$ cat src/mms_pkg.sv
// package for the management-serial master and internal register slave
package mms_pkg;

  // ------------------------------------------------------------------
  // frame layout
  // ------------------------------------------------------------------
  localparam logic [31:0] MMS_PREAMBLE  = 32'hffffffff;
  localparam logic [1:0]  MMS_START     = 2'h1;
  localparam logic [1:0]  MMS_OP_WRITE  = 2'h1;
  localparam logic [1:0]  MMS_OP_READ   = 2'h2;
  localparam logic [1:0]  MMS_TA_DRIVE  = 2'h2;
  localparam logic [5:0]  MMS_BIT_TA1   = 6'h2e;
  localparam logic [5:0]  MMS_BIT_DATA  = 6'h30;
  localparam logic [5:0]  MMS_BIT_LAST  = 6'h3f;
  localparam logic [4:0]  MMS_HDR_LAST  = 5'h0c;
  localparam logic [4:0]  MMS_RX_LAST   = 5'h11;
  localparam logic [4:0]  MMS_RD_TA2    = 5'h01;
  localparam logic [4:0]  MMS_RD_D0     = 5'h02;
  localparam logic [4:0]  MMS_RD_END    = 5'h12;
  localparam logic [4:0]  MMS_PHY_ZERO  = 5'h00;
  localparam logic [5:0]  MMS_DIV_RESET = 6'h00;

  // ------------------------------------------------------------------
  // internal slave register map
  // ------------------------------------------------------------------
  localparam logic [4:0] MMS_REG_PCS_CONTROL    = 5'h00;
  localparam logic [4:0] MMS_REG_PCS_STATUS     = 5'h01;
  localparam logic [4:0] MMS_REG_IDENT_HIGH     = 5'h02;
  localparam logic [4:0] MMS_REG_IDENT_LOW      = 5'h03;
  localparam logic [4:0] MMS_REG_AN_ADVERTISE   = 5'h04;
  localparam logic [4:0] MMS_REG_AN_PARTNER     = 5'h05;
  localparam logic [4:0] MMS_REG_AN_EXPANSION   = 5'h06;
  localparam logic [4:0] MMS_REG_NP_TRANSMIT    = 5'h07;
  localparam logic [4:0] MMS_REG_NP_RECEIVE     = 5'h08;
  localparam logic [4:0] MMS_REG_EXT_STATUS     = 5'h0f;
  localparam logic [4:0] MMS_REG_AN_IRQ_CONTROL = 5'h10;
  localparam logic [4:0] MMS_REG_LOOPBACK       = 5'h11;

  localparam logic [15:0] MMS_CTRL_WMASK   = 16'h5c20;
  localparam logic [15:0] MMS_CTRL_FIXED   = 16'h0140;
  localparam logic [15:0] MMS_CTRL_RESET   = 16'h0000;
  localparam logic [15:0] MMS_STATUS_VAL   = 16'h01c8;
  localparam logic [15:0] MMS_EXT_STATUS   = 16'h8000;
  localparam logic [15:0] MMS_ADV_RESET    = 16'h0020;
  localparam logic [15:0] MMS_ADV_SGMII    = 16'h0001;
  // identifier words: arbitrary values
  localparam logic [15:0] MMS_IDENT_HIGH   = 16'h1234;
  localparam logic [15:0] MMS_IDENT_LOW    = 16'h5670;

  // ------------------------------------------------------------------
  // types
  // ------------------------------------------------------------------
  typedef enum logic [1:0] {MMS_SL_IDLE, MMS_SL_HDR, MMS_SL_RX, MMS_SL_RD} mms_sl_state_t;

  typedef struct packed {
    logic [2:0]    dsync;
    logic          din;
    logic [2:0]    csync;
    logic          cin;
    logic [5:0]    div;
    logic          cfg_en;
    logic [5:0]    dcnt;
    logic          mdc;
    logic          mbusy;
    logic          mread;
    logic          moe;
    logic [63:0]   msh;
    logic [5:0]    mbit;
    logic [15:0]   mrd;
    logic          done;
    logic [15:0]   rdata;
    mms_sl_state_t sst;
    logic          prev;
    logic [4:0]    scnt;
    logic [12:0]   shdr;
    logic [15:0]   sdat;
    logic          shit;
    logic          soe;
    logic          sdrv;
    logic [15:0]   ctrl;
    logic [15:0]   adv;
    logic [15:0]   nptx;
    logic [15:0]   irqc;
    logic [15:0]   loopc;
    logic          pin_out;
    logic          pin_tri;
  } mms_state_t;

endpackage

$ cat src/mms_mgmt.sv
// management-serial master, bus splitter and internal register slave
`timescale 1ns/1ps
// ----------------------------------------------------------------------
// ----------------------------------------------------------------------
module mms_mgmt
  import mms_pkg::*;
(
  // clock, reset, enable
  input  wire logic        clock_in,
  input  wire logic        rst_n_in,
  input  wire logic        ce_in,
  // static configuration
  input  wire logic        host_en_in,
  input  wire logic        mgmt_enable_attr_in,
  input  wire logic        ignore_address_zero_in,
  input  wire logic [4:0]  internal_slave_phy_address_in,
  input  wire logic        sgmii_mode_in,
  // management configuration register write
  input  wire logic        cfg_we_in,
  input  wire logic [5:0]  cfg_div_in,
  input  wire logic        cfg_mgmt_en_in,
  // host frame request
  input  wire logic        req_in,
  input  wire logic        req_write_in,
  input  wire logic [4:0]  req_phy_in,
  input  wire logic [4:0]  req_reg_in,
  input  wire logic [15:0] req_wdata_in,
  output logic             busy_out,
  output logic             done_out,
  output logic [15:0]      rdata_out,
  // management pins
  output logic             mgmt_clock_out,
  input  wire logic        mgmt_data_in,
  output logic             mgmt_data_out,
  output logic             mgmt_data_tristate_out,
  input  wire logic        mgmt_clock_in_alt_in,
  // internal sublayer controls
  output logic [15:0]      pcs_control_out,
  output logic [15:0]      loopback_control_out
);

  mms_state_t r;
  mms_state_t n;

  logic        mg_en;
  logic        run;
  logic        tick;
  logic        rise;
  logic        fall;
  logic        bus;
  logic [12:0] hdr;
  logic        hit;
  logic [15:0] rx_word;

  // ----------------------------------------------------------------------
  // register read decode
  // ----------------------------------------------------------------------
  function automatic logic [15:0] reg_read(input mms_state_t s, input logic [4:0] a,
                                           input logic sgmii);
    logic [15:0] v;
    v = 16'h0000;
    case (a)
      MMS_REG_PCS_CONTROL:    v = (s.ctrl & MMS_CTRL_WMASK) | MMS_CTRL_FIXED;
      MMS_REG_PCS_STATUS:     v = MMS_STATUS_VAL;
      MMS_REG_IDENT_HIGH:     v = MMS_IDENT_HIGH;
      MMS_REG_IDENT_LOW:      v = MMS_IDENT_LOW;
      MMS_REG_AN_ADVERTISE:   v = sgmii ? MMS_ADV_SGMII : s.adv;
      MMS_REG_AN_PARTNER:     v = 16'h0000;
      MMS_REG_AN_EXPANSION:   v = 16'h0000;
      MMS_REG_NP_TRANSMIT:    v = s.nptx;
      MMS_REG_NP_RECEIVE:     v = 16'h0000;
      MMS_REG_EXT_STATUS:     v = MMS_EXT_STATUS;
      MMS_REG_AN_IRQ_CONTROL: v = s.irqc;
      MMS_REG_LOOPBACK:       v = s.loopc;
      default:                v = 16'h0000;
    endcase
    return v;
  endfunction

  // ----------------------------------------------------------------------
  // next state
  // ----------------------------------------------------------------------
  always_comb begin
    n      = r;
    n.done = 1'b0;

    // pins pass three flops; a change counts once the last two agree
    n.dsync = {r.dsync[1:0], mgmt_data_in};
    n.csync = {r.csync[1:0], mgmt_clock_in_alt_in};
    if (r.dsync[1] == r.dsync[2]) begin
      n.din = r.dsync[2];
    end
    if (r.csync[1] == r.csync[2]) begin
      n.cin = r.csync[2];
    end

    if (cfg_we_in) begin
      n.div    = cfg_div_in;
      n.cfg_en = cfg_mgmt_en_in;
    end

    mg_en = (mgmt_enable_attr_in | r.cfg_en) & (r.div != MMS_DIV_RESET);
    run   = mg_en & host_en_in;
    tick  = run & (r.dcnt == r.div);

    // clock divider: a half period is div+1 host cycles
    if (run) begin
      if (tick) begin
        n.dcnt = 6'h00;
        n.mdc  = ~r.mdc;
      end else begin
        n.dcnt = r.dcnt + 6'h01;
      end
    end else begin
      n.dcnt = 6'h00;
      n.mdc  = 1'b0;
    end

    // with the host side off the outside master's clock times the slave,
    // and the divided clock output stays low
    if (host_en_in) begin
      rise = tick & ~r.mdc;
      fall = tick & r.mdc;
    end else begin
      rise = n.cin & ~r.cin;
      fall = ~n.cin & r.cin;
    end

    // shared line seen by master and slave: open wired-and of all drivers
    bus = (r.moe ? r.msh[63] : 1'b1) & (r.soe ? r.sdrv : 1'b1) & r.din;

    // ---------------- master ----------------
    // start only in the low phase right after a fall, so bit 0 is set up
    if (req_in && !r.mbusy && run && !r.mdc && r.dcnt == 6'h00) begin
      n.mbusy = 1'b1;
      n.mread = ~req_write_in;
      n.moe   = 1'b1;
      n.mbit  = 6'h00;
      n.msh   = {MMS_PREAMBLE, MMS_START, req_write_in ? MMS_OP_WRITE : MMS_OP_READ,
                 req_phy_in, req_reg_in, MMS_TA_DRIVE, req_wdata_in};
    end else if (r.mbusy && !run) begin
      n.mbusy = 1'b0;
      n.moe   = 1'b0;
    end else if (r.mbusy && fall) begin
      if (r.mbit == MMS_BIT_LAST) begin
        n.mbusy = 1'b0;
        n.moe   = 1'b0;
        n.done  = 1'b1;
        if (r.mread) begin
          n.rdata = r.mrd;
        end
      end else begin
        n.mbit = r.mbit + 6'h01;
        n.msh  = {r.msh[62:0], 1'b1};
        if (r.mread && n.mbit == MMS_BIT_TA1) begin
          n.moe = 1'b0;
        end
      end
    end else if (r.mbusy && rise && r.mread && r.mbit >= MMS_BIT_DATA) begin
      n.mrd = {r.mrd[14:0], bus};
    end

    // ---------------- internal slave ----------------
    hdr     = {r.shdr[11:0], bus};
    hit     = hdr[12] & ((hdr[9:5] == internal_slave_phy_address_in)
              | ((hdr[9:5] == MMS_PHY_ZERO) & ~ignore_address_zero_in));
    rx_word = {r.sdat[14:0], bus};

    if (!mg_en) begin
      n.sst  = MMS_SL_IDLE;
      n.soe  = 1'b0;
      n.prev = 1'b0;
    end else if (rise) begin
      case (r.sst)
        MMS_SL_IDLE: begin
          n.prev = bus;
          if (r.prev && !bus) begin
            n.sst  = MMS_SL_HDR;
            n.scnt = 5'h00;
          end
        end
        MMS_SL_HDR: begin
          n.shdr = hdr;
          n.scnt = r.scnt + 5'h01;
          if (r.scnt == MMS_HDR_LAST) begin
            n.scnt = 5'h00;
            if (hit && hdr[11:10] == MMS_OP_READ) begin
              n.sst  = MMS_SL_RD;
              n.sdat = reg_read(r, hdr[4:0], sgmii_mode_in);
            end else begin
              // other frames are counted through so their data cannot fake a start
              n.sst  = MMS_SL_RX;
              n.shit = hit & (hdr[11:10] == MMS_OP_WRITE);
            end
          end
        end
        MMS_SL_RX: begin
          n.sdat = rx_word;
          n.scnt = r.scnt + 5'h01;
          if (r.scnt == MMS_RX_LAST) begin
            n.sst  = MMS_SL_IDLE;
            n.prev = 1'b0;
            if (r.shit) begin
              case (r.shdr[4:0])
                MMS_REG_PCS_CONTROL:    n.ctrl  = rx_word & MMS_CTRL_WMASK;
                MMS_REG_AN_ADVERTISE:   n.adv   = sgmii_mode_in ? r.adv : rx_word;
                MMS_REG_NP_TRANSMIT:    n.nptx  = rx_word;
                MMS_REG_AN_IRQ_CONTROL: n.irqc  = rx_word;
                MMS_REG_LOOPBACK:       n.loopc = rx_word;
                default:                n.shit  = 1'b0;
              endcase
            end
          end
        end
        MMS_SL_RD: begin
          n.scnt = r.scnt;
        end
        default: n.sst = MMS_SL_IDLE;
      endcase
    end else if (fall && r.sst == MMS_SL_RD) begin
      n.scnt = r.scnt + 5'h01;
      if (r.scnt == MMS_RD_TA2) begin
        n.soe  = 1'b1;
        n.sdrv = 1'b0;
      end else if (r.scnt >= MMS_RD_D0 && r.scnt < MMS_RD_END) begin
        n.sdrv = r.sdat[15];
        n.sdat = {r.sdat[14:0], 1'b0};
      end else if (r.scnt == MMS_RD_END) begin
        n.soe  = 1'b0;
        n.sst  = MMS_SL_IDLE;
        n.prev = 1'b0;
      end
    end

    // pins carry whichever of master and slave drives the line
    n.pin_tri = ~(n.moe | n.soe);
    n.pin_out = (n.moe ? n.msh[63] : 1'b1) & (n.soe ? n.sdrv : 1'b1);
  end

  // ----------------------------------------------------------------------
  // state register
  // ----------------------------------------------------------------------
  always_ff @(posedge clock_in or negedge rst_n_in) begin
    if (!rst_n_in) begin
      r         <= '0;
      r.div     <= MMS_DIV_RESET;
      r.dsync   <= '1;
      r.din     <= 1'b1;
      r.ctrl    <= MMS_CTRL_RESET;
      r.adv     <= MMS_ADV_RESET;
      r.pin_out <= 1'b1;
      r.pin_tri <= 1'b1;
      r.msh     <= '1;
    end else if (ce_in) begin
      r <= n;
    end
  end

  assign busy_out               = r.mbusy;
  assign done_out               = r.done;
  assign rdata_out              = r.rdata;
  assign mgmt_clock_out         = r.mdc;
  assign mgmt_data_out          = r.pin_out;
  assign mgmt_data_tristate_out = r.pin_tri;
  assign pcs_control_out        = r.ctrl;
  assign loopback_control_out   = r.loopc;
endmodule // mms_mgmt

$ cat config.mk
export PLATFORM = sky130hd
export DESIGN_NAME = mms_mgmt
export DESIGN_NICKNAME = d
export VERILOG_FILES = /design/src/mms_pkg.sv /design/src/mms_mgmt.sv
export SDC_FILE = /design/constraint.sdc
export NUM_CORES = 1
export LEC_CHECK = 0
export ABC_AREA = 0
export BUFFER_PORTS_ARGS = -buffer_cell sky130_fd_sc_hd__buf_2
export CAP_MARGIN = 0
export CORE_AREA = 2 2 157 159
export CTS_CLUSTER_SIZE = 25
export DETAILED_ROUTE_END_ITERATION = 6
export DIE_AREA = 0 0 159 161
export PLACE_DENSITY = 0.73
export SLEW_MARGIN = 20
export SYNTH_ARGS = -nofsm -noshare
export SYNTH_HDL_FRONTEND = slang
export SYNTH_SLANG_ARGS = --single-unit
$ cat constraint.sdc
create_clock -name clock_in -period 3 [get_ports clock_in]
set_clock_uncertainty 0.15 [all_clocks]
set_input_delay 0.6 -clock clock_in [delete_from_list [all_inputs] [get_ports clock_in]]
set_output_delay 0.6 -clock clock_in [all_outputs]
set_load 0.1 [all_outputs]
# ---- Word-level counts from Yosys, hierarchy flattened
# Cells that the tools add are included.
dict set report op_classes {
  addsub 3
  order_cmp 3
  muxes 74
  bitwise_logic 26
  n_eq_ne 48
  n_reduce_logical 50
}
# cell count
set ops {}
lappend ops {{2-to-1 mux 79 bit} 3}
lappend ops {{2-to-1 mux 16 bit} 14}
lappend ops {{case mux 16 bit (9 select lines)} 1}
lappend ops {{2-to-1 mux 71 bit} 2}
lappend ops {{2-to-1 mux 103 bit} 1}
lappend ops {{2-to-1 mux 81 bit} 1}
lappend ops {{2-to-1 mux 80 bit} 1}
lappend ops {{2-to-1 mux 70 bit} 1}
lappend ops {{2-to-1 mux 17 bit} 4}
lappend ops {{AND reduction 7 bit} 6}
lappend ops {{case mux 17 bit (2 select lines)} 1}
lappend ops {{equality test 5 bit, second input constant} 6}
lappend ops {{2-to-1 mux 1 bit} 24}
lappend ops {{equality test 5 x 3 -> 1 bit, second input constant} 4}
lappend ops {{2-to-1 mux 8 bit} 2}
lappend ops {{AND reduction 8 bit} 2}
lappend ops {{logical NOT 5 bit} 3}
lappend ops {{2-to-1 mux 15 bit} 1}
lappend ops {{2-to-1 mux 3 bit} 5}
lappend ops {{!= test 3 bit, second input constant} 5}
lappend ops {{case mux 5 bit (3 select lines)} 1}
lappend ops {{logical AND 1 bit} 14}
lappend ops {{!= test 2 bit, second input constant} 7}
lappend ops {{bitwise AND 1 bit} 13}
lappend ops {{other kinds (40)} 82}
dict set report word_totals {
  out_inout_bits 53
  elab_cells 236
  input_bits 50
  regBits 238
}

# ---- Logic depth before layout (Yosys ltp)
# Gate-level depths: netlist (run 1).
dict set report depth {
  word_depth 15
  ltp_mapped 10
  mapped_depth_nobuf 9
}

# ---- Worst setup path before layout (run 1)
# OpenSTA, ideal clock, no wires.
dict set report synth_path {
  path_type {register to register}
  startpoint {register r, in the netlist mgmt_clock_out}
  endpoint {register r[90] in the netlist's numbering}
  path_stages_with_launch 9
  required_time_ns 2.725
  path_buffers 2
  t_arrival_ns 2.594
  setup_ns 0.125
  setup_slack_ns 0.131
  synth_period_minus_slack_ns 2.869
  cell_sequence {dfrtp_1 > nor2b_1 > o211ai_2 > o31a_2 > or2_1 > buf_2 > buf_2 > a22o_1 > mux2_2}
}
dict set report synth_between {
  elab_chain_len 5
}
# element line_no
set synth_rtl {}
lappend synth_rtl {{start: declaration} mms_mgmt.sv:42} ;# mms_state_t r;
lappend synth_rtl {{start signal: assignment} mms_mgmt.sv:255} ;# r <= n;
lappend synth_rtl {{NOT 1 bit or bitwise AND 1 bit (tied branches)} {mms_mgmt.sv:122, mms_mgmt.sv:123}}
lappend synth_rtl {{bitwise AND 1 bit or 2-to-1 mux 1 bit (tied branches)} {mms_mgmt.sv:122, mms_mgmt.sv:121}}
lappend synth_rtl {{2-to-1 mux 1 bit or logical AND 1 bit (tied branches)} {mms_mgmt.sv:121, mms_mgmt.sv:220}}
lappend synth_rtl {{!= test 3 x 1 -> 1 bit (no line) (tied with other cells)} --}
lappend synth_rtl {{AND reduction 8 bit (no line)} --}
# Parallel ways exist; a longest one is shown, timed or not.
# A chain may end at the register's enable or synchronous reset.

# ---- Final worst setup path (run 1)
dict set report layout_path {
  startpoint {register r[238] in the netlist's numbering}
  endpoint {register r[153] in the netlist's numbering}
}
dict set report layout_between {
  elab_chain_len 10
}
# element line_no
set layout_rtl {}
lappend layout_rtl {{nonzero test 6 bit} mms_mgmt.sv:102} ;# mg_en = (mgmt_enable_attr_in | r.cfg_en) & (r.div != MMS_DIV_RESET);
lappend layout_rtl {{bitwise AND 1 bit} mms_mgmt.sv:102}
lappend layout_rtl {{bitwise AND 1 bit} mms_mgmt.sv:103} ;# run = mg_en & host_en_in;
lappend layout_rtl {{bitwise AND 1 bit} mms_mgmt.sv:104} ;# tick = run & (r.dcnt == r.div);
lappend layout_rtl {{bitwise AND 1 bit} mms_mgmt.sv:122} ;# rise = tick & ~r.mdc;
lappend layout_rtl {{2-to-1 mux 1 bit} mms_mgmt.sv:121} ;# if (host_en_in) begin
lappend layout_rtl {{logical AND 1 bit (3 in series)} mms_mgmt.sv:159} ;# end else if (r.mbusy && rise && r.mread && r.mbit >= MMS_BIT_DATA) begin
lappend layout_rtl {{AND reduction 5 bit (no line) (*)} --}
# Mark *: on every way between the ends. The rest lies on a longest branch, timed or not.

==> results of run 1 <==
## report_power, final
group | internal (µW) | switching, µW | total, µW
logic | 476 | 682 | 1160
clock network | 1850 | 1270 | 3110
registers | 3850 | 266 | 4110
## worst max-delay path: cells and delay by family (launching register included)
| kind | cells | cell delay [ns] |
|---|---|---|
| and+or+nand+nor | 4 | 1.21 |
| DFF | 1 | 0.42 |
| muxes | 1 | 0.40 |
| buffers and inverters | 2 | 0.34 |
| AOI/OAI and AO/OA | 1 | 0.19 |
## flip-flops by register name (all words and copies together) (netlist names), 4 cells and up
signal / count
hdr: 12
pcs_control_out: 5
n: 4
rdata_out: 16
loopback_control_out: 16
r: 180
## per-layer routing
layer	share of wire [%]	vias to the layer above	global-route usage [%]
met5	0	-	0
met4	1.6	0	5.00
met3	4.8	32	3.11
met2	46	196	31.0
met1	48	4045	28.9
li1	-	3726	-
## cell usage in the layout (no fill, tap or decap), types with 5 or more instances in the layout
cell	n
a21oi_1	32
a22oi_1	18
and2_1	10
nand2b_1	7
nand2_1	82
a221o_1	23
mux2_1	11
o31ai_1	6
buf_12	7
clkbuf_16	28
nand4_1	7
mux2_2	123
nor3_1	7
o21ai_0	75
buf_4	31
ha_1	13
clkbuf_8	6
conb_1	11
a22o_1	21
o22a_1	20
dfstp_2	71
mux2i_1	6
buf_2	90
nor2_1	33
nor2b_1	6
dfrtp_1	167
and3_1	6
inv_1	18
mux2_4	7
clkinv_2	5
o22ai_1	5
nand3_1	18
a31oi_1	9
xnor2_1	14
## repair_timing
action | CTS | global route
hold endpoints to repair | 47 | 0
gates resized for setup | 0 | 1
setup endpoints to repair | 0 | 31
buffers inserted | 0 | 0
hold buffers | 1 | 0
## final cells by class
type	count	share of cell area (%)
Sequential cell	238	46.1
Clock inverter	10	0.486
Timing Repair Buffer	130	6.47
Multi-Input combinational cell	648	37.2
Tap cell	324	3.09
Clock buffer	38	6.09
Inverter	19	0.544
## worst paths after layout
kind / cells past startpoint / endpoint / slack, ns / from
max in group asynchronous: 3 / mgmt_data_out / 1.39 / rst_n_in
max reg2reg: 8 / r[153] / 0.18 / r[238]
min in group asynchronous: 2 / r[238] / 0.50 / rst_n_in
min reg2reg: 2 / r[182] / 0.31 / r[181]
max: 8 / r[153] / 0.18 / r[238]
min: 2 / r[161] / 0.14 / req_wdata_in[0]
## stage by stage
step,hold slack [ns],instance area (µm²)
finish,0.139,13100
global route,0.130,13100
CTS,0.125,13100
detailed placement,0.306,12200
global placement,0.302,12200
floorplan,0.154,11600
## cell families (layout without fill, tap and decap cells)
kind of cell             count (synthesis)  count (layout)  synth area share, %
AO/OA/AOI/OAI                          246             246                 14.8
XOR/XNOR                                16              16                 1.21
adder cells (fa/ha/maj)                 13              13                 1.41
buffers and inverters                  119             197                 5.77
flip-flops                             238             238                 52.4
multiplexers                           147             147                 14.5
other                                    1              11               0.0325
AND/OR/NAND/NOR                        215             215                 9.94
==> impl_metrics.py, run 1 <==
metrics = {
    "logic_synthesis": {
        "synthFlopType": "dfrtp_1",
        "yosysTopAreaCell": "dfrtp_1",
        "synth-async-reset-ratio_pct": 100,
        "ys_warn_count": 0,
        "syn_inst": 995,
        "synthTopCellsByCount": "167 x dfrtp_1, 123 x mux2_2, 82 x nand2_1",
        "synth_seq_area_share_pct": 52.4,
        "synth_top_area_share_pct": 36.2,
        "synth-seq-cells": 238,
        "ys_types": 79,
        "synth_most_common_cell": "dfrtp_1",
        "netlist_area_um2": 11500,
        "syn_area_per_cell_um2": 11.6,
        "synth_edf_count": 0,
        "synthTopCellsByArea": "dfrtp_1 36%, dfstp_2 16%, mux2_2 12%",
    },
    "sta": {
        "rsz0062_at_grt": "false",
        "max_slew_margin_pct": 31.7,
        "hold_viol": 0,
        "worst_pin_slew_ns": 1.02,
        "drv_slew": 0,
        "finalCriticalPeriod_ns": 2.82,
        "setup_viol": 0,
        "worst_slack_ns": 0.179,
        "timing.fmax_mhz": 354,
        "period_share_pct": 94.0,
        "finalSetupTns_ns": 0,
    },
    "detailed_routing": {
        "route.detailed.drc": 0,
        "dr_total_vias": 7999,
        "drtIter0Drc": 578,
        "via_per_inst": 5.69,
        "postRouteAntennaNets": 0,
        "wire_per_inst_um": 17.9,
        "wirelength_um": 25200,
        "first_pass_iters": 7,
    },
    "placed_design": {
        "hpwl_um": 16800,
        "routabilityCongestion": 0.835,
        "place.port_buffers": 91,
        "dp_slack_ns": 0.0770,
        "dp_cells": 1358,
    },
    "power": {
        "leakage_uw": 0.00602,
        "total_power_uw": 8380,
        "power.density_nw_per_um2": 639,
        "vdd_ir_drop_max_uv": 446,
    },
    "setup_path": {
        "worstSetupPathType": "reg2reg",
        "cpMaxStageDelayCell": "or4_4",
        "crit_arrival_ns": 3.08,
        "crit_path_end_kind": "flip-flop",
        "cp_slowest_stage_delay_ns": 0.56,
        "cp_common_cell": "buf_4",
        "crit_required_ns": 3.26,
        "crit_chain": "or4_4, o211ai_2, buf_4, nor2_2, buf_4, nor3b_4, nand3_4, mux2_1",
        "cp_max_fo": 17,
        "cp-start-kind": "flip-flop",
    },
    "clock_tree": {
        "clk-insertion-delay-late_ns": 0.52,
        "cts.sinks": 238,
        "cts_tree": "built",
        "h-tree-depth": 1,
        "numCtsBuffers": 26,
        "clk_path_buf_depth": 3,
        "root_buffer": "clkbuf_16",
        "path_clk_slew_ns": 0.06,
    },
    "global_route": {
        "grt_pass1_wl_um": 41800,
        "grt_max_degree": 87,
        "grt_pass1_vias": 7990,
        "grt_use_total_pct": 19.7,
        "antenna_found_initial": 0,
        "grt_overflow": 0,
    },
    "run_status": {
        "status": "completed",
    },
    "cells_and_area": {
        "instances_no_fill": 1407,
        "multiInputGateArea_um2": 4890,
        "utilization_pct": 54.7,
        "nNetsFinal": 1126,
        "drive_above_1_share_pct": 36.6,
        "antenna_cells": 0,
        "register_area_um2": 6040,
        "fillers": 2061,
        "area_growth_pct": 13.6,
    },
    "floorplanning": {
        "die_w_um": 159,
        "core-area_um2": 24000,
        "dieArea_um2": 25600,
        "core.rowCount": 57,
        "fp.dieH_um": 161,
        "start_util_pct": 48.2,
        "io_pins": 103,
    },
    "run": {
        "cap_violations": 0,
    },
    "hold_path": {
        "hp-class": "in2reg",
    },
}
No activity file was read; power rests on OpenSTA's default activity.
==> run 2, diff against run 1 <==
ABC_AREA = 1   (was 0)
CAP_MARGIN = default   (was 0)
CORE_AREA = 2 2 159 161   (was 2 2 157 159)
DIE_AREA = 0 0 161 163   (was 0 0 159 161)
MAX_ROUTING_LAYER = met4   (was default)
==> run 2 against run 1 <==
Via count is 18% higher; critical path depth is 6 higher; global-route usage is 1.5 points higher; maximum frequency is 3.9% higher; largest cell class unchanged; critical endpoint is now r[85]; register-to-register slack better by 0.11 ns; first-iteration DRC count is 38% higher; routed wire length is 4.2% higher; synthesized cell count is 45% higher; setup slack better by 0.11 ns; clock power is 3% higher; combinational power is 37% higher; core utilization is 1.0 points lower.
==> impl_metrics.py, run 2 <==
metrics = {
    "run_status": {
        "status": "completed",
    },
    "detailed_routing": {
        "wirelength_um": 26200,
        "dr_total_vias": 9472,
        "wire_per_inst_um": 14.2,
        "first_pass_iters": 5,
        "drtIter0Drc": 796,
        "via_per_inst": 5.13,
        "route.detailed.drc": 0,
        "postRouteAntennaNets": 0,
    },
    "sta": {
        "period_share_pct": 90.5,
        "finalSetupTns_ns": 0,
        "setup_viol": 0,
        "worst_slack_ns": 0.285,
        "rsz0062_at_grt": "false",
        "worst_pin_slew_ns": 0.828,
        "hold_viol": 0,
        "drv_slew": 0,
        "timing.fmax_mhz": 368,
        "max_slew_margin_pct": 44.6,
        "finalCriticalPeriod_ns": 2.71,
    },
    "clock_tree": {
        "path_clk_slew_ns": 0.06,
        "numCtsBuffers": 26,
        "cts.sinks": 238,
        "clk_path_buf_depth": 3,
        "clk-insertion-delay-late_ns": 0.53,
        "cts_tree": "built",
        "h-tree-depth": 1,
        "root_buffer": "clkbuf_16",
        "post_cts_buffers": 0,
    },
    "logic_synthesis": {
        "synthAdderAreaFrac_pct": 1.38,
        "synth_edf_count": 0,
        "synthMuxAreaShare_pct": 0.0952,
        "synth_top_family_by_area": "simple AND/OR/NAND/NOR gates",
        "synth-async-reset-ratio_pct": 100,
        "synthFlopType": "dfrtp_1",
        "synth_most_common_cell": "nand2_1",
        "synth_seq_area_share_pct": 51.1,
        "synth_top_area_share_pct": 35.3,
        "netlist_area_um2": 11800,
        "syn_area_per_cell_um2": 8.21,
        "ys_warn_count": 0,
        "syn_inst": 1440,
        "synth_xor_area_share_pct": 1.11,
        "ys_types": 42,
        "synthTopCellsByCount": "386 x nand2_1, 167 x dfrtp_1, 136 x inv_1",
        "synthTopCellsByArea": "dfrtp_1 35%, dfstp_2 16%, nand2_1 12%",
        "synth-seq-cells": 238,
        "synth_compound_area_share_pct": 14.0,
        "synth-simple-area-share_pct": 22.0,
        "yosysTopAreaCell": "dfrtp_1",
    },
    "floorplanning": {
        "core.rowCount": 58,
        "dieArea_um2": 26200,
        "fp.dieH_um": 163,
        "start_util_pct": 47.9,
        "io_pins": 103,
        "core-area_um2": 24700,
        "die_w_um": 161,
    },
    "setup_path": {
        "cp-start-kind": "flip-flop",
        "cp_slowest_stage_delay_ns": 0.57,
        "crit_path_end_kind": "flip-flop",
        "crit_arrival_ns": 2.96,
        "crit_chain": "inv_1, nand2_1, nand2_1, nor2_1, nand2_1, nor2_2, nand2_1, nand2_4, nand2_2, a21oi_2, nand3_1, buf_4, nand2_1, o21ai_1",
        "crit_required_ns": 3.24,
        "cp_common_cell": "nand2_1",
        "worstSetupPathType": "reg2reg",
        "cp_max_fo": 22,
        "cpMaxStageDelayCell": "a21oi_2",
    },
    "power": {
        "leakage_uw": 0.00638,
        "power.density_nw_per_um2": 683,
        "vdd_ir_drop_max_uv": 435,
    },
    "cells_and_area": {
        "nNetsFinal": 1558,
        "final_common_cell": "nand2_1",
        "fillers": 2291,
        "largest_reg_flops": 180,
        "area_growth_pct": 12.1,
        "top_register": "r",
        "mostFrequentLayoutCells": "386 x nand2_1, 167 x dfrtp_1, 136 x inv_1",
        "antenna_cells": 0,
        "drive_above_1_share_pct": 19.9,
        "final_cell_area_um2": 13300,
        "utilization_pct": 53.7,
    },
    "placed_design": {
        "routabilityCongestion": 0.885,
        "place.port_buffers": 91,
        "dp_slack_ns": 0.0813,
        "hpwl_um": 18000,
        "placed_area_um2": 12400,
    },
    "global_route": {
        "grt_pass1_wl_um": 45000,
        "grt_use_total_pct": 21.2,
        "grt_max_degree": 76,
        "antenna_found_initial": 0,
        "grt_overflow": 0,
        "grt_pass1_vias": 9277,
    },
    "hold_path": {
        "hp-class": "in2reg",
    },
    "run": {
        "cap_violations": 0,
    },
}
run 2: cell families after synthesis:
| group | after synthesis |
|---|---|
| compound gates | 297 |
| xor+xnor | 15 |
| mux | 1 |
| fa+ha+maj | 13 |
| flops | 238 |
| other cells | 1 |
| buf+inv | 252 |
| simple gates | 623 |
run 2: repair_timing:
action / 4_1_cts / 5_1_grt
hold buffers: 1 / 0
resized for setup: 0 / 1
endpoints found under the hold margin: 23 / 0
setup endpoints to repair: 0 / 2
run 2: worst max-delay path: cells and delay by family, from the launching register on:
family,cells,cell delay [ns]
AO/OA/AOI/OAI,2,0.64
buffers and inverters,2,0.36
flip-flops,1,0.38
AND/OR/NAND/NOR,10,1.05
run 2: metrics by stage:
| stage | power (µW) | std cells | hold WS [ns] |
|---|---|---|---|
| floorplan | 5450 | 1450 | 0.154 |
| global placement | 5840 | 1796 | 0.306 |
| detailed placement | 5910 | 1796 | 0.311 |
| CTS | 9130 | 1845 | 0.137 |
| global route | 9570 | 1845 | 0.149 |
| finish | 9050 | 1845 | 0.152 |
run 2: power by group:
| group | total (µW) | switching, µW | internal [µW] |
|---|---|---|---|
| Combinational | 1590 | 1100 | 486 |
| Sequential | 4270 | 262 | 4010 |
| Clock | 3190 | 1260 | 1930 |
| Total | 9050 | 2620 | 6430 |
run 2: area by class of cell:
type | instances | area, µm² | share of cell area, %
sequential | 238 | 6040 | 45.6
multi-input combinational | 960 | 4610 | 34.7
clock buffer | 41 | 808 | 6.10
timing repair buffer | 124 | 778 | 5.87
inverter | 145 | 544 | 4.10
tap | 330 | 413 | 3.11
clock inverter | 7 | 63.8 | 0.481
run 2: path summary, 6_finish.rpt:
path                                      start                       to  slack, ns  cells after the start
setup / recovery                         r[229]                    r[85]       0.29                     14
hold / removal             mgmt_clock_in_alt_in                   n[244]       0.15                      3
setup reg to reg                         r[229]                    r[85]       0.29                     14
hold reg to reg                          r[209]                   r[210]       0.32                      2
max in group asynchronous              rst_n_in  loopback_control_out[1]       1.42                      3
min in group asynchronous              rst_n_in                   r[226]       0.51                      2
run 2: layer usage:
layer	share of wire (%)	vias to the layer above	global-route usage (%)
li1	-	4668	-
met5	0	-	-
met3	5.4	51	3.03
met2	46	250	33.0
met1	47	4503	29.7
met4	2.1	0	5.15
==> run 3, diff against run 2 <==
CORE_AREA = 2 2 166 168   (was 2 2 159 161)
DIE_AREA = 0 0 168 170   (was 0 0 161 163)
PLACE_DENSITY = 0.68   (was 0.73)
==> run 3 against run 2 <==
Routed wire length shrank 1.2%; hold slack gained 0.0044 ns; setup slack gained 0.12 ns; non-clock buffer count shrank 2; final area shrank 0.12%; sequential power is essentially flat.
==> impl_metrics.py, run 3 (same netlist as run 2, synthesis figures left out) <==
metrics = {
    "clock_tree": {
        "clk-insertion-delay-late_ns": 0.51,
        "path_clk_slew_ns": 0.06,
        "cts_tree": "built",
        "h-tree-depth": 1,
        "clk_path_buf_depth": 3,
        "cts.sinks": 238,
        "numCtsBuffers": 25,
        "post_cts_buffers": 0,
        "root_buffer": "clkbuf_16",
    },
    "cells_and_area": {
        "top_register": "r",
        "fillers": 2517,
        "final_common_cell": "nand2_1",
        "multiInputGateArea_um2": 4600,
        "register_area_um2": 6040,
        "largest_reg_flops": 180,
        "mostFrequentLayoutCells": "386 x nand2_1, 167 x dfrtp_1, 136 x inv_1",
        "nNetsFinal": 1555,
        "area_growth_pct": 12.0,
        "drive_above_1_share_pct": 19.6,
        "instances_no_fill": 1852,
    },
    "setup_path": {
        "crit_chain": "inv_2, nand2_1, nand2_1, nor2_1, nand2_1, nor2_2, nand2_1, nand2_4, nand2_2, a21oi_2, nand2_1, inv_1, nand2_1, o21ai_1",
        "cp_slowest_stage_delay_ns": 0.54,
        "crit_arrival_ns": 2.88,
        "worstSetupPathType": "reg2reg",
        "cp-start-kind": "flip-flop",
        "ff2ff_setup_slack_ns": 0.40,
        "cp_max_fo": 13,
        "reg2reg_depth": 14,
        "cpMaxStageDelayCell": "a21oi_2",
        "crit_path_end_kind": "flip-flop",
        "crit_family": "simple AND/OR/NAND/NOR gates",
        "r2r_end": "r[118]",
        "crit_required_ns": 3.28,
        "worst-path-buf-inv": 2,
        "r2r_start": "r[231]",
        "cp_common_cell": "nand2_1",
    },
    "sta": {
        "hold_viol": 0,
        "setup_viol": 0,
        "max_slew_margin_pct": 57.5,
        "period_share_pct": 86.6,
        "timing.fmax_mhz": 385,
        "drv_slew": 0,
        "finalSetupTns_ns": 0,
        "rsz0062_at_grt": "false",
        "finalCriticalPeriod_ns": 2.60,
        "worst_slack_ns": 0.401,
        "timing.hold.ws_ns": 0.156,
        "worst_pin_slew_ns": 0.638,
    },
    "placed_design": {
        "dp_cells": 1805,
        "place.port_buffers": 91,
        "dp_slack_ns": 0.269,
        "hpwl_um": 17700,
        "routabilityCongestion": 0.894,
    },
    "detailed_routing": {
        "wl_met3_um": 1270,
        "wirelength_um": 25900,
        "top_layer": "met4",
        "drtIter0Drc": 792,
        "route.detailed.drc": 0,
        "first_pass_iters": 5,
        "via_per_inst": 5.00,
        "wire_per_inst_um": 14.0,
        "dr_total_vias": 9266,
        "wl_met1_um": 12700,
        "wl_met2_um": 11400,
        "postRouteAntennaNets": 0,
    },
    "power": {
        "power.density_nw_per_um2": 681,
        "p_clk_share_pct": 35.2,
        "switching_share_pct": 28.8,
        "intPower_uw": 6420,
        "vdd_ir_drop_max_uv": 553,
        "seqPwrFrac_pct": 47.5,
        "comb_power_share_pct": 17.4,
        "leakage_uw": 0.00636,
        "p_switching_uw": 2600,
    },
    "hold_path": {
        "hp-class": "in2reg",
        "hold_end": "n[248]",
        "min_from": "mgmt_data_in",
        "min_path_cells": 3,
    },
    "run_status": {
        "status": "completed",
    },
    "run": {
        "cap_violations": 0,
    },
    "floorplanning": {
        "fp.dieH_um": 170,
        "dieArea_um2": 28600,
        "io_pins": 103,
        "die_w_um": 168,
        "start_util_pct": 44.4,
        "core.rowCount": 60,
        "core-area_um2": 26700,
    },
    "global_route": {
        "grt_max_degree": 72,
        "grt_pass1_vias": 9124,
        "grt_pass1_wl_um": 44700,
        "antenna_found_initial": 1,
        "grt_use_total_pct": 19.4,
        "grt_overflow": 0,
    },
}
[run 3: cell types whose count changed in the layout (fill, tap and decap cells not counted), sizes merged]
| cell | before | now |
|---|---|---|
| clkinv | 4 | 9 |
| buf | 123 | 121 |
| inv | 146 | 144 |
| clkbuf | 41 | 31 |
| clkinvlp | 1 | 2 |
| bufinv | 1 | 4 |
| diode | 0 | 1 |
[run 3: per-layer routing]
metal  vias to the layer above  global-route usage (%)
li1                       4666                       -
met1                      4329                    26.9
met2                       234                    29.9
met3                        37                    2.70
met4                         0                    5.33
met5                         -                       -
[run 3: cell type report]
class	count	area share, %
diodes	1	0.0189
clock buffers	31	5.05
clock inverters	14	1.33
inverters	145	4.11
multi-input cells	960	34.8
flip-flops and latches	238	45.6
well taps	341	3.22
repair buffers	122	5.86
[run 3: tightest hold or removal path, cell delays in order]
cell and delay [ns]:
buf_2 0.07, nand2_1 0.04, o21ai_0 0.06
[run 3: power groups by stage]
stage | Sequential (µW) | Combinational [µW] | Clock, µW
2_1_floorplan | 4390 | 1060 | 0
3_3_place_gp | 4330 | 1520 | 0
3_5_place_dp | 4330 | 1580 | 0
4_1_cts | 4280 | 1590 | 3270
5_1_grt | 4340 | 1800 | 3390
6_report | 4280 | 1570 | 3170
[run 3: through the flow]
step / power [µW] / util (%) / area [µm²]
after detailed placement: 5910 / 46.5 / 12400
after global placement: 5850 / 46.5 / 12400
after floorplan: 5450 / - / 11900
after CTS: 9140 / 49.7 / 13200
after global routing: 9530 / 49.7 / 13200
final: 9020 / 49.7 / 13200
[run 3: what timing repair did]
action / 4_1_cts / 5_1_grt
hold buffers: 1 / 0
endpoints found under the hold margin: 36 / 0
setup endpoints to repair: 0 / 0
resized for setup: 0 / 0
[run 3: worst max path at each step]
stage	slack, ns	startpoint	depth (start not counted)	endpoint
floorplan	0.54	busy_out	10	r[179]
global placement	0.37	mgmt_enable_attr_in	12	r[97]
finish	0.40	r[231]	14	r[118]
global route	0.14	r[231]	14	r[97]
CTS	0.40	r[229]	14	r[118]
detailed placement	0.27	mgmt_enable_attr_in	12	r[118]
